<file path="config.mk">
export PLATFORM = sky130hd
export DESIGN_NAME = reset_and_selftest_sequencer
export DESIGN_NICKNAME = d
export VERILOG_FILES = /design/src/rst_seq_pkg.sv /design/src/step_runner.sv /design/src/reset_and_selftest_sequencer.sv
export VERILOG_INCLUDE_DIRS = /design/src
export SDC_FILE = /design/constraint.sdc
export NUM_CORES = 1
export LEC_CHECK = 0
export ABC_AREA = 1
export BUFFER_PORTS_ARGS = -buffer_cell sky130_fd_sc_hd__buf_2
export CAP_MARGIN = 20
export CORE_MARGIN = 3
export CORE_UTILIZATION = 35
export DETAILED_ROUTE_END_ITERATION = 8
export GPL_TIMING_DRIVEN = 0
export RECOVER_POWER = 25
export SYNTH_ARGS = -nofsm -noshare
export SYNTH_HDL_FRONTEND = slang
export SYNTH_HIERARCHICAL = 1
export SYNTH_SLANG_ARGS = --single-unit
</file>
<file path="constraint.sdc">
create_clock -name clk_i -period 1.6 [get_ports clk_i]
set_input_delay 0.4 -clock clk_i [delete_from_list [all_inputs] [get_ports clk_i]]
set_output_delay 0.4 -clock clk_i [all_outputs]
set_load 0.005 [all_outputs]
</file>
<file path="src/rst_seq_defs.svh">
`ifndef RST_SEQ_DEFS_SVH
`define RST_SEQ_DEFS_SVH
// What this block does
// - lun reset on task function code 08h
// - link hard reset is its own source
// - catastrophic error reset acts like power-on
// - power-up runs first, then startup
// - reset during power-up restarts power-up
// - auto-start reset restarts only startup
// - reset mid-sector finishes sector, blocks writes
// - bus or target reset flushes all segments
// - eight power-on diagnostic steps in order
// - no spin-up: steps five-eight await start
// - late fault checks next non-exempt command
// - inquiry, report luns, sense always good
// - faults never stop the diagnostic run
// - early fault may block selection response
// - self-test bit: good or check condition
// - self-test: spin, write-read-compare, 256 seeks
// - compare step repeats for every head
`define TMF_LUN_RESET 8'h08
`define DIAG_STEP_COUNT 4'h8
`define DIAG_CTRL_STEP 3'h2
`define DIAG_SPIN_STEP 3'h4
`define SEEK_COUNT 9'h100
`define STATUS_GOOD 8'h00
`define STATUS_CHECK 8'h02
`define OP_INQUIRY 8'h12
`define OP_REQ_SENSE 8'h03
`define OP_REPORT_LUNS 8'hA0
`endif

</file>
<file path="src/rst_seq_pkg.sv">
package rst_seq_pkg;
	typedef enum logic [2:0] {
		ST_IDLE, ST_POWERUP, ST_WAIT_SPIN, ST_STARTUP, ST_READY, ST_SELFTEST
	} seq_state_t;
	typedef enum logic [1:0] {
		ST_SPIN, ST_WRC, ST_SEEK
	} test_phase_t;
endpackage

</file>
<file path="src/step_runner.sv">
`timescale 1ns/1ns
`include "rst_seq_defs.svh"
module step_runner (
	// clock and reset
	input wire logic clk_i,
	input wire logic sys_rst_i,
	input wire logic ce_i,
	// control
	input wire logic start_i,
	input wire logic [3:0] first_i,
	input wire logic [3:0] last_i,
	// step engine
	output logic step_req_o,
	output logic [2:0] step_idx_o,
	input wire logic step_done_i,
	input wire logic step_fail_i,
	// result
	output logic busy_o,
	output logic done_o,
	output logic fail_o,
	output logic early_fail_o
);
	typedef struct packed {
		logic busy;
		logic [3:0] idx;
		logic [3:0] last;
		logic done;
		logic fail;
		logic early;
	} run_t;
	run_t r_reg, r_next;
	always_comb begin
		r_next = r_reg;
		r_next.done = 1'b0;
		if (start_i) begin
			r_next.busy = 1'b1;
			r_next.idx = first_i;
			r_next.last = last_i;
			r_next.fail = 1'b0;
		end else if (r_reg.busy && step_done_i) begin
			// a fault is noted but the run carries on
			if (step_fail_i) begin
				r_next.fail = 1'b1;
				if (r_reg.idx[2:0] <= `DIAG_CTRL_STEP)
					r_next.early = 1'b1;
			end
			if (r_reg.idx == r_reg.last) begin
				r_next.busy = 1'b0;
				r_next.done = 1'b1;
			end else begin
				r_next.idx = r_reg.idx + 4'h1;
			end
		end
	end
	always_ff @(posedge clk_i) begin
		if (sys_rst_i)
			r_reg <= '0;
		else if (ce_i)
			r_reg <= r_next;
	end
	assign step_req_o = r_reg.busy;
	assign step_idx_o = r_reg.idx[2:0];
	assign busy_o = r_reg.busy;
	assign done_o = r_reg.done;
	assign fail_o = r_reg.fail;
	assign early_fail_o = r_reg.early;
endmodule

</file>
<file path="src/reset_and_selftest_sequencer.sv">
`timescale 1ns/1ns
`include "rst_seq_defs.svh"
module reset_and_selftest_sequencer
	import rst_seq_pkg::*;
#(
	parameter int HEADS = 2
) (
	// clock and reset
	input wire logic clk_i,
	input wire logic sys_rst_i,
	input wire logic ce_i,
	// reset sources
	input wire logic por_i,
	input wire logic fatal_err_i,
	input wire logic link_hard_rst_i,
	input wire logic tmf_valid_i,
	input wire logic [7:0] tmf_code_i,
	// options
	input wire logic auto_spinup_i,
	input wire logic auto_start_i,
	// medium write
	input wire logic sector_writing_i,
	input wire logic sector_end_i,
	output logic write_enable_o,
	// diagnostic step engine
	output logic step_req_o,
	output logic [2:0] step_idx_o,
	input wire logic step_done_i,
	input wire logic step_fail_i,
	// startup engine
	output logic startup_req_o,
	input wire logic startup_done_i,
	// self-test engine
	output logic test_req_o,
	output rst_seq_pkg::test_phase_t test_phase_o,
	output logic [7:0] test_arg_o,
	input wire logic test_done_i,
	input wire logic test_fail_i,
	// commands
	input wire logic cmd_valid_i,
	input wire logic [7:0] cmd_op_i,
	input wire logic cmd_start_unit_i,
	input wire logic cmd_selftest_i,
	output logic stat_valid_o,
	output logic [7:0] stat_o,
	// state
	output logic buf_flush_o,
	output logic ready_o,
	output logic selection_ok_o,
	output logic [1:0] rst_src_o
);
	import rst_seq_pkg::*;
	typedef struct packed {
		seq_state_t st;
		logic pu_done;
		logic fault;
		logic wr_block;
		logic wr_stop;
		logic flush;
		logic stat_v;
		logic [7:0] stat;
		logic [1:0] src;
		logic runner_go;
		logic [3:0] first;
		logic [3:0] last;
		logic t_req;
		test_phase_t phase;
		logic [8:0] cnt;
		logic t_fail;
		logic st_pending;
	} seq_t;
	seq_t s_reg, s_next;
	logic run_busy, run_done, run_fail, run_early;
	logic lun_rst, hard_rst, full_rst, exempt;

	step_runner u_run (
		.clk_i(clk_i),
		.sys_rst_i(sys_rst_i),
		.ce_i(ce_i),
		.start_i(s_reg.runner_go),
		.first_i(s_reg.first),
		.last_i(s_reg.last),
		.step_req_o(step_req_o),
		.step_idx_o(step_idx_o),
		.step_done_i(step_done_i),
		.step_fail_i(step_fail_i),
		.busy_o(run_busy),
		.done_o(run_done),
		.fail_o(run_fail),
		.early_fail_o(run_early)
	);

	assign lun_rst = tmf_valid_i && (tmf_code_i == `TMF_LUN_RESET);
	assign hard_rst = link_hard_rst_i;
	assign full_rst = por_i || fatal_err_i;
	assign exempt = (cmd_op_i == `OP_INQUIRY) || (cmd_op_i == `OP_REQ_SENSE)
		|| (cmd_op_i == `OP_REPORT_LUNS);

	always_comb begin
		s_next = s_reg;
		s_next.runner_go = 1'b0;
		s_next.flush = 1'b0;
		s_next.stat_v = 1'b0;
		// the current sector completes before writing stops
		if (s_reg.wr_block && sector_end_i)
			s_next.wr_stop = 1'b1;
		if (s_reg.wr_block && !sector_writing_i) begin
			s_next.wr_block = 1'b0;
			s_next.wr_stop = 1'b0;
		end
		case (s_reg.st)
			ST_IDLE: begin
				s_next.runner_go = 1'b1;
				s_next.first = 4'h0;
				s_next.last = auto_spinup_i ? (`DIAG_STEP_COUNT - 4'h1) : 4'h3;
				s_next.st = ST_POWERUP;
			end
			ST_POWERUP: begin
				if (run_done) begin
					s_next.pu_done = auto_spinup_i;
					s_next.st = auto_spinup_i ? ST_STARTUP : ST_WAIT_SPIN;
				end
			end
			ST_WAIT_SPIN: begin
				if (cmd_valid_i && cmd_start_unit_i && !run_busy && !s_reg.runner_go) begin
					s_next.runner_go = 1'b1;
					s_next.first = {1'b0, `DIAG_SPIN_STEP};
					s_next.last = `DIAG_STEP_COUNT - 4'h1;
				end
				if (run_done && s_reg.first[2]) begin
					s_next.pu_done = 1'b1;
					s_next.st = ST_STARTUP;
				end
			end
			ST_STARTUP: begin
				if (startup_done_i)
					s_next.st = ST_READY;
			end
			ST_READY: begin
				if (cmd_valid_i && cmd_selftest_i && !exempt) begin
					s_next.st = ST_SELFTEST;
					s_next.t_req = 1'b1;
					s_next.phase = ST_SPIN;
					s_next.cnt = 9'h0;
					s_next.t_fail = 1'b0;
				end
			end
			ST_SELFTEST: begin
				if (test_done_i) begin
					s_next.t_fail = s_reg.t_fail | test_fail_i;
					s_next.cnt = s_reg.cnt + 9'h1;
					case (s_reg.phase)
						ST_SPIN: begin
							s_next.phase = ST_WRC;
							s_next.cnt = 9'h0;
						end
						ST_WRC: begin
							// one pass per head
							if (s_reg.cnt == 9'(HEADS - 1)) begin
								s_next.phase = ST_SEEK;
								s_next.cnt = 9'h0;
							end
						end
						default: begin
							if (s_reg.cnt == `SEEK_COUNT - 9'h1) begin
								s_next.t_req = 1'b0;
								s_next.st = ST_READY;
								s_next.stat_v = 1'b1;
								s_next.stat = (s_reg.t_fail | test_fail_i) ?
									`STATUS_CHECK : `STATUS_GOOD;
							end
						end
					endcase
				end
			end
			default: s_next.st = ST_IDLE;
		endcase
		// commands other than a self-test from ready and a start unit awaiting spin-up answered here
		if (cmd_valid_i && !(s_reg.st == ST_READY && cmd_selftest_i && !exempt)
			&& !(s_reg.st == ST_WAIT_SPIN && cmd_start_unit_i)) begin
			s_next.stat_v = 1'b1;
			if (exempt) begin
				s_next.stat = `STATUS_GOOD;
			end else if (s_next.fault) begin
				s_next.stat = `STATUS_CHECK;
				s_next.fault = 1'b0;
			end else begin
				s_next.stat = `STATUS_GOOD;
			end
		end
		// a new fault outlives a report in the same cycle
		if (run_done && run_fail)
			s_next.fault = 1'b1;
		if (lun_rst || hard_rst) begin
			s_next.flush = 1'b1;
			s_next.src = lun_rst ? 2'h3 : 2'h2;
			if (s_reg.st == ST_SELFTEST) begin
				s_next.st = ST_READY;
				s_next.t_req = 1'b0;
			end
		end
		if (full_rst) begin
			s_next.src = por_i ? 2'h0 : 2'h1;
			s_next.flush = 1'b1;
			s_next.t_req = 1'b0;
			if (sector_writing_i)
				s_next.wr_block = 1'b1;
			if (!s_reg.pu_done) begin
				s_next.st = ST_IDLE;
			end else if (auto_start_i && s_reg.st != ST_READY) begin
				// power-up already done, only startup reruns
				s_next.st = ST_STARTUP;
			end else begin
				s_next.st = ST_STARTUP;
			end
		end
	end

	always_ff @(posedge clk_i) begin
		if (sys_rst_i)
			s_reg <= '0;
		else if (ce_i)
			s_reg <= s_next;
	end

	// writing stops only at a sector boundary to keep the medium intact
	assign write_enable_o = !s_reg.wr_stop;
	assign startup_req_o = (s_reg.st == ST_STARTUP);
	assign test_req_o = s_reg.t_req;
	assign test_phase_o = s_reg.phase;
	assign test_arg_o = s_reg.cnt[7:0];
	assign stat_valid_o = s_reg.stat_v;
	assign stat_o = s_reg.stat;
	assign buf_flush_o = s_reg.flush;
	assign ready_o = (s_reg.st == ST_READY);
	assign selection_ok_o = !run_early;
	assign rst_src_o = s_reg.src;

	a_flush_lun: assert property (@(posedge clk_i) disable iff (sys_rst_i)
		ce_i && lun_rst |=> buf_flush_o)
		else $error("lun reset did not flush buffer");
	a_exempt_good: assert property (@(posedge clk_i) disable iff (sys_rst_i)
		ce_i && cmd_valid_i && exempt && s_reg.st != ST_SELFTEST |=> stat_o == `STATUS_GOOD)
		else $error("exempt command not good");
	a_pu_restart: assert property (@(posedge clk_i) disable iff (sys_rst_i)
		ce_i && full_rst && !s_reg.pu_done |=> s_reg.st == ST_IDLE)
		else $error("power-up not restarted");
	a_start_only: assert property (@(posedge clk_i) disable iff (sys_rst_i)
		ce_i && full_rst && s_reg.pu_done |=> s_reg.st == ST_STARTUP)
		else $error("startup not restarted");
	a_fault_check: assert property (@(posedge clk_i) disable iff (sys_rst_i)
		ce_i && cmd_valid_i && !exempt && s_reg.fault && s_reg.st != ST_SELFTEST
		&& s_reg.st != ST_WAIT_SPIN && !(s_reg.st == ST_READY && cmd_selftest_i)
		|=> stat_valid_o && stat_o == `STATUS_CHECK)
		else $error("fault not reported");
	a_fault_clear: assert property (@(posedge clk_i) disable iff (sys_rst_i)
		ce_i && cmd_valid_i && !exempt && s_reg.fault && !run_done
		&& s_reg.st == ST_READY && !cmd_selftest_i |=> !s_reg.fault)
		else $error("fault not cleared");
	a_wr_block: assert property (@(posedge clk_i) disable iff (sys_rst_i)
		ce_i && s_reg.wr_block && sector_end_i && sector_writing_i |=> !write_enable_o)
		else $error("write not blocked");
	a_wr_finish: assert property (@(posedge clk_i) disable iff (sys_rst_i)
		ce_i && full_rst && sector_writing_i && !s_reg.wr_block && !s_reg.wr_stop
		|=> write_enable_o)
		else $error("sector cut short");
	a_lun_code: assert property (@(posedge clk_i) disable iff (sys_rst_i)
		ce_i && tmf_valid_i && tmf_code_i == `TMF_LUN_RESET && !full_rst |=> rst_src_o == 2'h3)
		else $error("lun reset source wrong");
endmodule

</file>
==> report_table.html <==
<table>
<tr><th>Metric</th><th>Value</th></tr>
<tr><th colspan="2">Global routing</th></tr>
<tr><td>Maximum number of pins on one net before global-route repair</td><td>15</td></tr>
<tr><td>Vias in the first global route</td><td>roughly 2.5k</td></tr>
<tr><td>Initial antenna violation count</td><td>0</td></tr>
<tr><td>Global-route wire length before repair</td><td>about 11 mm</td></tr>
<tr><td>Global-route met2 utilization</td><td>between 20 and 30%</td></tr>
<tr><td>Met3 Track Usage GR</td><td>3.29%</td></tr>
<tr><td>Highest-utilization routing layer at the global route stage</td><td>met2</td></tr>
<tr><td>Global-route track usage on met1</td><td>between 20% and 30%</td></tr>
<tr><td>GR Overflow Total</td><td>0</td></tr>
<tr><td>Overall track demand over capacity in global routing</td><td>15.7%</td></tr>
<tr><th colspan="2">Detailed routing</th></tr>
<tr><td>Number of routed nets with antenna violations</td><td>0</td></tr>
<tr><td>Routed length per placed instance</td><td>between 10 and 15 µm</td></tr>
<tr><td>Via-per-instance ratio</td><td>4.62</td></tr>
<tr><td>Detailed-router iteration count before antenna repair</td><td>4</td></tr>
<tr><td>Number of DRC violations after detailed-routing iteration 0</td><td>roughly 130</td></tr>
<tr><td>Drt total wl</td><td>6.79 mm</td></tr>
<tr><td>DRC violations left</td><td>0</td></tr>
<tr><td>Total number of vias</td><td>between 2k and 3k</td></tr>
<tr><th colspan="2">Timing</th></tr>
<tr><td>Final setup slack of the worst path</td><td>-0.152 ns</td></tr>
<tr><td>RSZ-0062 raised after global routing</td><td>true</td></tr>
<tr><td>Setup clock skew after layout</td><td>roughly 0.011 ns</td></tr>
<tr><td>Number of endpoints failing setup at the final stage</td><td>4</td></tr>
<tr><td>Final period utilization</td><td>109%</td></tr>
<tr><td>Post-layout minimum cycle time</td><td>roughly 1.8 ns</td></tr>
<tr><td>Final count of pins violating max slew</td><td>0</td></tr>
<tr><td>Fmax</td><td>between 500 and 600 MHz</td></tr>
<tr><td>Final-layout setup total negative slack</td><td>-0.473 ns</td></tr>
<tr><td>Count of endpoints failing hold in the final timing report</td><td>0</td></tr>
<tr><th colspan="2">Yosys</th></tr>
<tr><td>Warnings from Yosys</td><td>6</td></tr>
<tr><td>Post-Syn Instances</td><td>around 410</td></tr>
<tr><td>Syn_area_per_cell</td><td>around 6.6 µm²</td></tr>
<tr><td>Mapped Area</td><td>roughly 2700 µm²</td></tr>
<tr><td>FF+latch count, synth</td><td>41</td></tr>
<tr><td>Post-synthesis async set-or-reset flop share</td><td>0%</td></tr>
<tr><td>Number of enable-type register cells in the synthesized netlist</td><td>0</td></tr>
<tr><td>Post-synthesis sequential area ratio</td><td>30.4%</td></tr>
<tr><td>Flip-flop cell with the highest count after synthesis</td><td>dfxtp_1</td></tr>
<tr><td>Distinct cell type count after synthesis</td><td>40</td></tr>
<tr><th colspan="2">Power</th></tr>
<tr><td>Max IR drop VDD</td><td>about 330 µV</td></tr>
<tr><td>Static leakage</td><td>about 1.7 nW</td></tr>
<tr><td>PD cells</td><td>approximately 660 nW/µm²</td></tr>
<tr><th colspan="2">Setup path</th></tr>
<tr><td>Signal arrival time at the worst endpoint</td><td>around 2.0 ns</td></tr>
<tr><td>Worst Path Max Fanout</td><td>3</td></tr>
<tr><td>Launch point of the worst reg-to-reg path</td><td>test_arg_o[1]$_SDFFE_PP0P_</td></tr>
<tr><td>Slowest library cell on the worst path</td><td>dfxtp_4</td></tr>
<tr><td>Number of cells on the worst reg-to-reg path</td><td>13</td></tr>
<tr><td>Setup slack of the worst register-to-register path</td><td>-0.15 ns</td></tr>
<tr><td>Element type at the critical path end</td><td>flip-flop</td></tr>
<tr><td>Critical path class</td><td>reg2reg</td></tr>
<tr><td>Critical Path Start Type</td><td>flip-flop</td></tr>
<tr><td>Largest incremental delay on the critical path</td><td>between 0.3 and 0.4 ns</td></tr>
<tr><td>Most used cell, CP</td><td>nand2_2</td></tr>
<tr><td>Critical path, cell by cell</td><td>ha_4 -&gt; nand3_4 -&gt; nor2_4 -&gt; nand2_2 -&gt; nor3_4 -&gt; ha_4 -&gt; buf_6 -&gt; nand3_4 -&gt; nand2_2 -&gt; nand2_2 -&gt; nand2_2 -&gt; nand2_1 -&gt; nor2_1</td></tr>
<tr><td>Crit path from</td><td>test_arg_o[1]$_SDFFE_PP0P_</td></tr>
<tr><td>Required time reported for the critical path endpoint</td><td>between 1.5 and 2 ns</td></tr>
<tr><th colspan="2">Floorplanning</th></tr>
<tr><td>Standard-cell rows</td><td>31</td></tr>
<tr><td>Die area</td><td>8800 µm²</td></tr>
<tr><td>Width of the die</td><td>93.8 µm</td></tr>
<tr><td>Number of top-level pins</td><td>66</td></tr>
<tr><td>Floorplan Core Area</td><td>~7400 µm²</td></tr>
<tr><td>Initial standard-cell utilization of the core</td><td>36.6%</td></tr>
<tr><td>Height of the die</td><td>about 94 µm</td></tr>
<tr><th colspan="2">Layout</th></tr>
<tr><td>Area Overhead vs Synth</td><td>31.1%</td></tr>
<tr><td>Post-Layout Cell Count</td><td>approximately 600</td></tr>
<tr><td>Filler cells</td><td>approximately 760</td></tr>
<tr><td>Number of flip-flops in the largest register</td><td>13</td></tr>
<tr><td>Commonest non-fill, non-tap cell in the layout</td><td>nand2_1</td></tr>
<tr><td>Commonest cells after routing, fill and taps aside</td><td>nand2_1, buf_2, nor2_1</td></tr>
<tr><td>Finished Cell Area</td><td>about 3500 µm²</td></tr>
<tr><td>Number of nets in the layout</td><td>~540</td></tr>
<tr><td>Antenna diode count</td><td>0</td></tr>
<tr><td>Layout cell share with drive strength beyond 1</td><td>roughly 33%</td></tr>
<tr><th colspan="2">Placed design</th></tr>
<tr><td>Buffers on Ports</td><td>57</td></tr>
<tr><td>Number of cells after detailed placement</td><td>between 500 and 600</td></tr>
<tr><td>Worst-case setup slack after placement</td><td>-0.317 ns</td></tr>
<tr><td>Cell area after placement</td><td>3170 µm²</td></tr>
<tr><td>HPWL Detailed</td><td>~4.9 mm</td></tr>
<tr><td>Final Wtd Congestion</td><td>just over 0.8</td></tr>
<tr><th colspan="2">Clocking</th></tr>
<tr><td>Cts hold-fix bufs</td><td>0</td></tr>
<tr><td>CTS tree</td><td>done</td></tr>
<tr><td>Maximum count of clock buffers along a single path</td><td>2</td></tr>
<tr><td>Clk_lat worst skew</td><td>roughly 0.30 ns</td></tr>
<tr><td>Clk sinks</td><td>slightly above 40</td></tr>
<tr><td>Number of levels the H-tree was split into</td><td>2</td></tr>
<tr><td>CTS buffer count</td><td>5</td></tr>
<tr><td>Clock transition at path regs</td><td>about 0.090 ns</td></tr>
<tr><td>Clock Root Buffer</td><td>clkbuf_8</td></tr>
<tr><th colspan="2">Run status</th></tr>
<tr><td>Outcome</td><td>complete, but fails checks</td></tr>
<tr><td>Violations in the final reports</td><td>setup timing</td></tr>
<tr><th colspan="2">Min path</th></tr>
<tr><td>Hold depth</td><td>3</td></tr>
<tr><td>Min-Delay Path Class</td><td>in2reg</td></tr>
<tr><td>Hold path start</td><td>sector_writing_i</td></tr>
<tr><th colspan="2">Job</th></tr>
<tr><td>Max-Cap Viols</td><td>0</td></tr>
</table>
-- kinds of logic after synthesis --
| family | share of synthesized area, % |
|---|---|
| flops | 30.4 |
| xor+xnor | 0.325 |
| compound gates | 12.8 |
| buf+inv | 16.5 |
| simple gates | 37.4 |
| fa+ha+maj | 2.32 |
| other cells | 0.139 |
-- area by class of cell --
type | instances | area (µm²) | area share, %
Buffer | 30 | 221 | 6.26
Inverter | 57 | 216 | 6.12
Multi-Input combinational cell | 290 | 1620 | 45.8
Clock buffer | 5 | 68.8 | 1.95
Timing Repair Buffer | 73 | 405 | 11.5
Tap cell | 99 | 124 | 3.50
Sequential cell | 41 | 836 | 23.6
Clock inverter | 3 | 43.8 | 1.24
-- worst paths after layout --
check | endpoint
setup / recovery | stat_o[1]$_SDFFE_PP0P_
hold / removal | s_reg[36]$_SDFFE_PP0P_
setup reg to reg | stat_o[1]$_SDFFE_PP0P_
hold reg to reg | u_run/early_fail_o$_SDFFE_PP0P_
-- per-stage QoR --
| step | hold slack, ns | power [mW] | util (%) |
|---|---|---|---|
| floorplan | 0.424 | 1.36 | - |
| global placement | 0.445 | 1.48 | 43.0 |
| detailed placement | 0.450 | 1.49 | 43.0 |
| CTS | 0.363 | 2.35 | 45.8 |
| global route | 0.379 | 2.47 | 48.0 |
| finish | 0.364 | 2.34 | 48.0 |
-- critical path, delay by kind of cell (launching register included) --
| family | cells | cell delay, ns |
|---|---|---|
| buf+inv | 1 | 0.10 |
| simple gates | 10 | 0.90 |
| fa+ha+maj | 2 | 0.32 |
| flops | 1 | 0.37 |
-- what timing repair did --
item,4_1_cts,5_1_grt
endpoints found under the setup margin,10,17
gates resized for setup,12,26
setup buffers,6,10
pin swaps,12,22
cloned,0,0
-- report_power, final --
group | switching, mW | internal, mW | leakage [nW]
combinational | 0.226 | 0.165 | 1.29
sequential | 0.0301 | 1.05 | 0.337
clock | 0.397 | 0.468 | 0.0585
-- per-layer routing --
| layer | wire, µm | part of all wire [%] |
|---|---|---|
| met2 | 3230 | 48 |
| met5 | 0 | 0 |
| met1 | 3110 | 46 |
| met3 | 374 | 5.5 |
| met4 | 76 | 1.1 |
-- cells in the mapped netlist (2+ instances only) --
master     n  area share [%]
a21oi_1   31             5.8
and2_1     2            0.46
buf_2      2            0.37
buf_4     24             6.7
buf_6      2            0.83
dfxtp_1   41              30
ha_1       5             2.3
inv_1     54             7.5
inv_2      2            0.28
nand2_1   78              11
nand2_2    7             1.6
nand2_4    4             1.7
nand3_1   29             5.4
nand3_2    3             1.1
nand4_1    5             1.2
nor2_1    58             8.1
nor2_2     3            0.70
nor2_4     5             2.1
nor3_1     8             1.5
o21ai_0   14             2.6
o21ai_1    8             1.5
o21ai_2    2            0.65
o21bai_1   4             1.1
(Power assumes the default switching activity.)
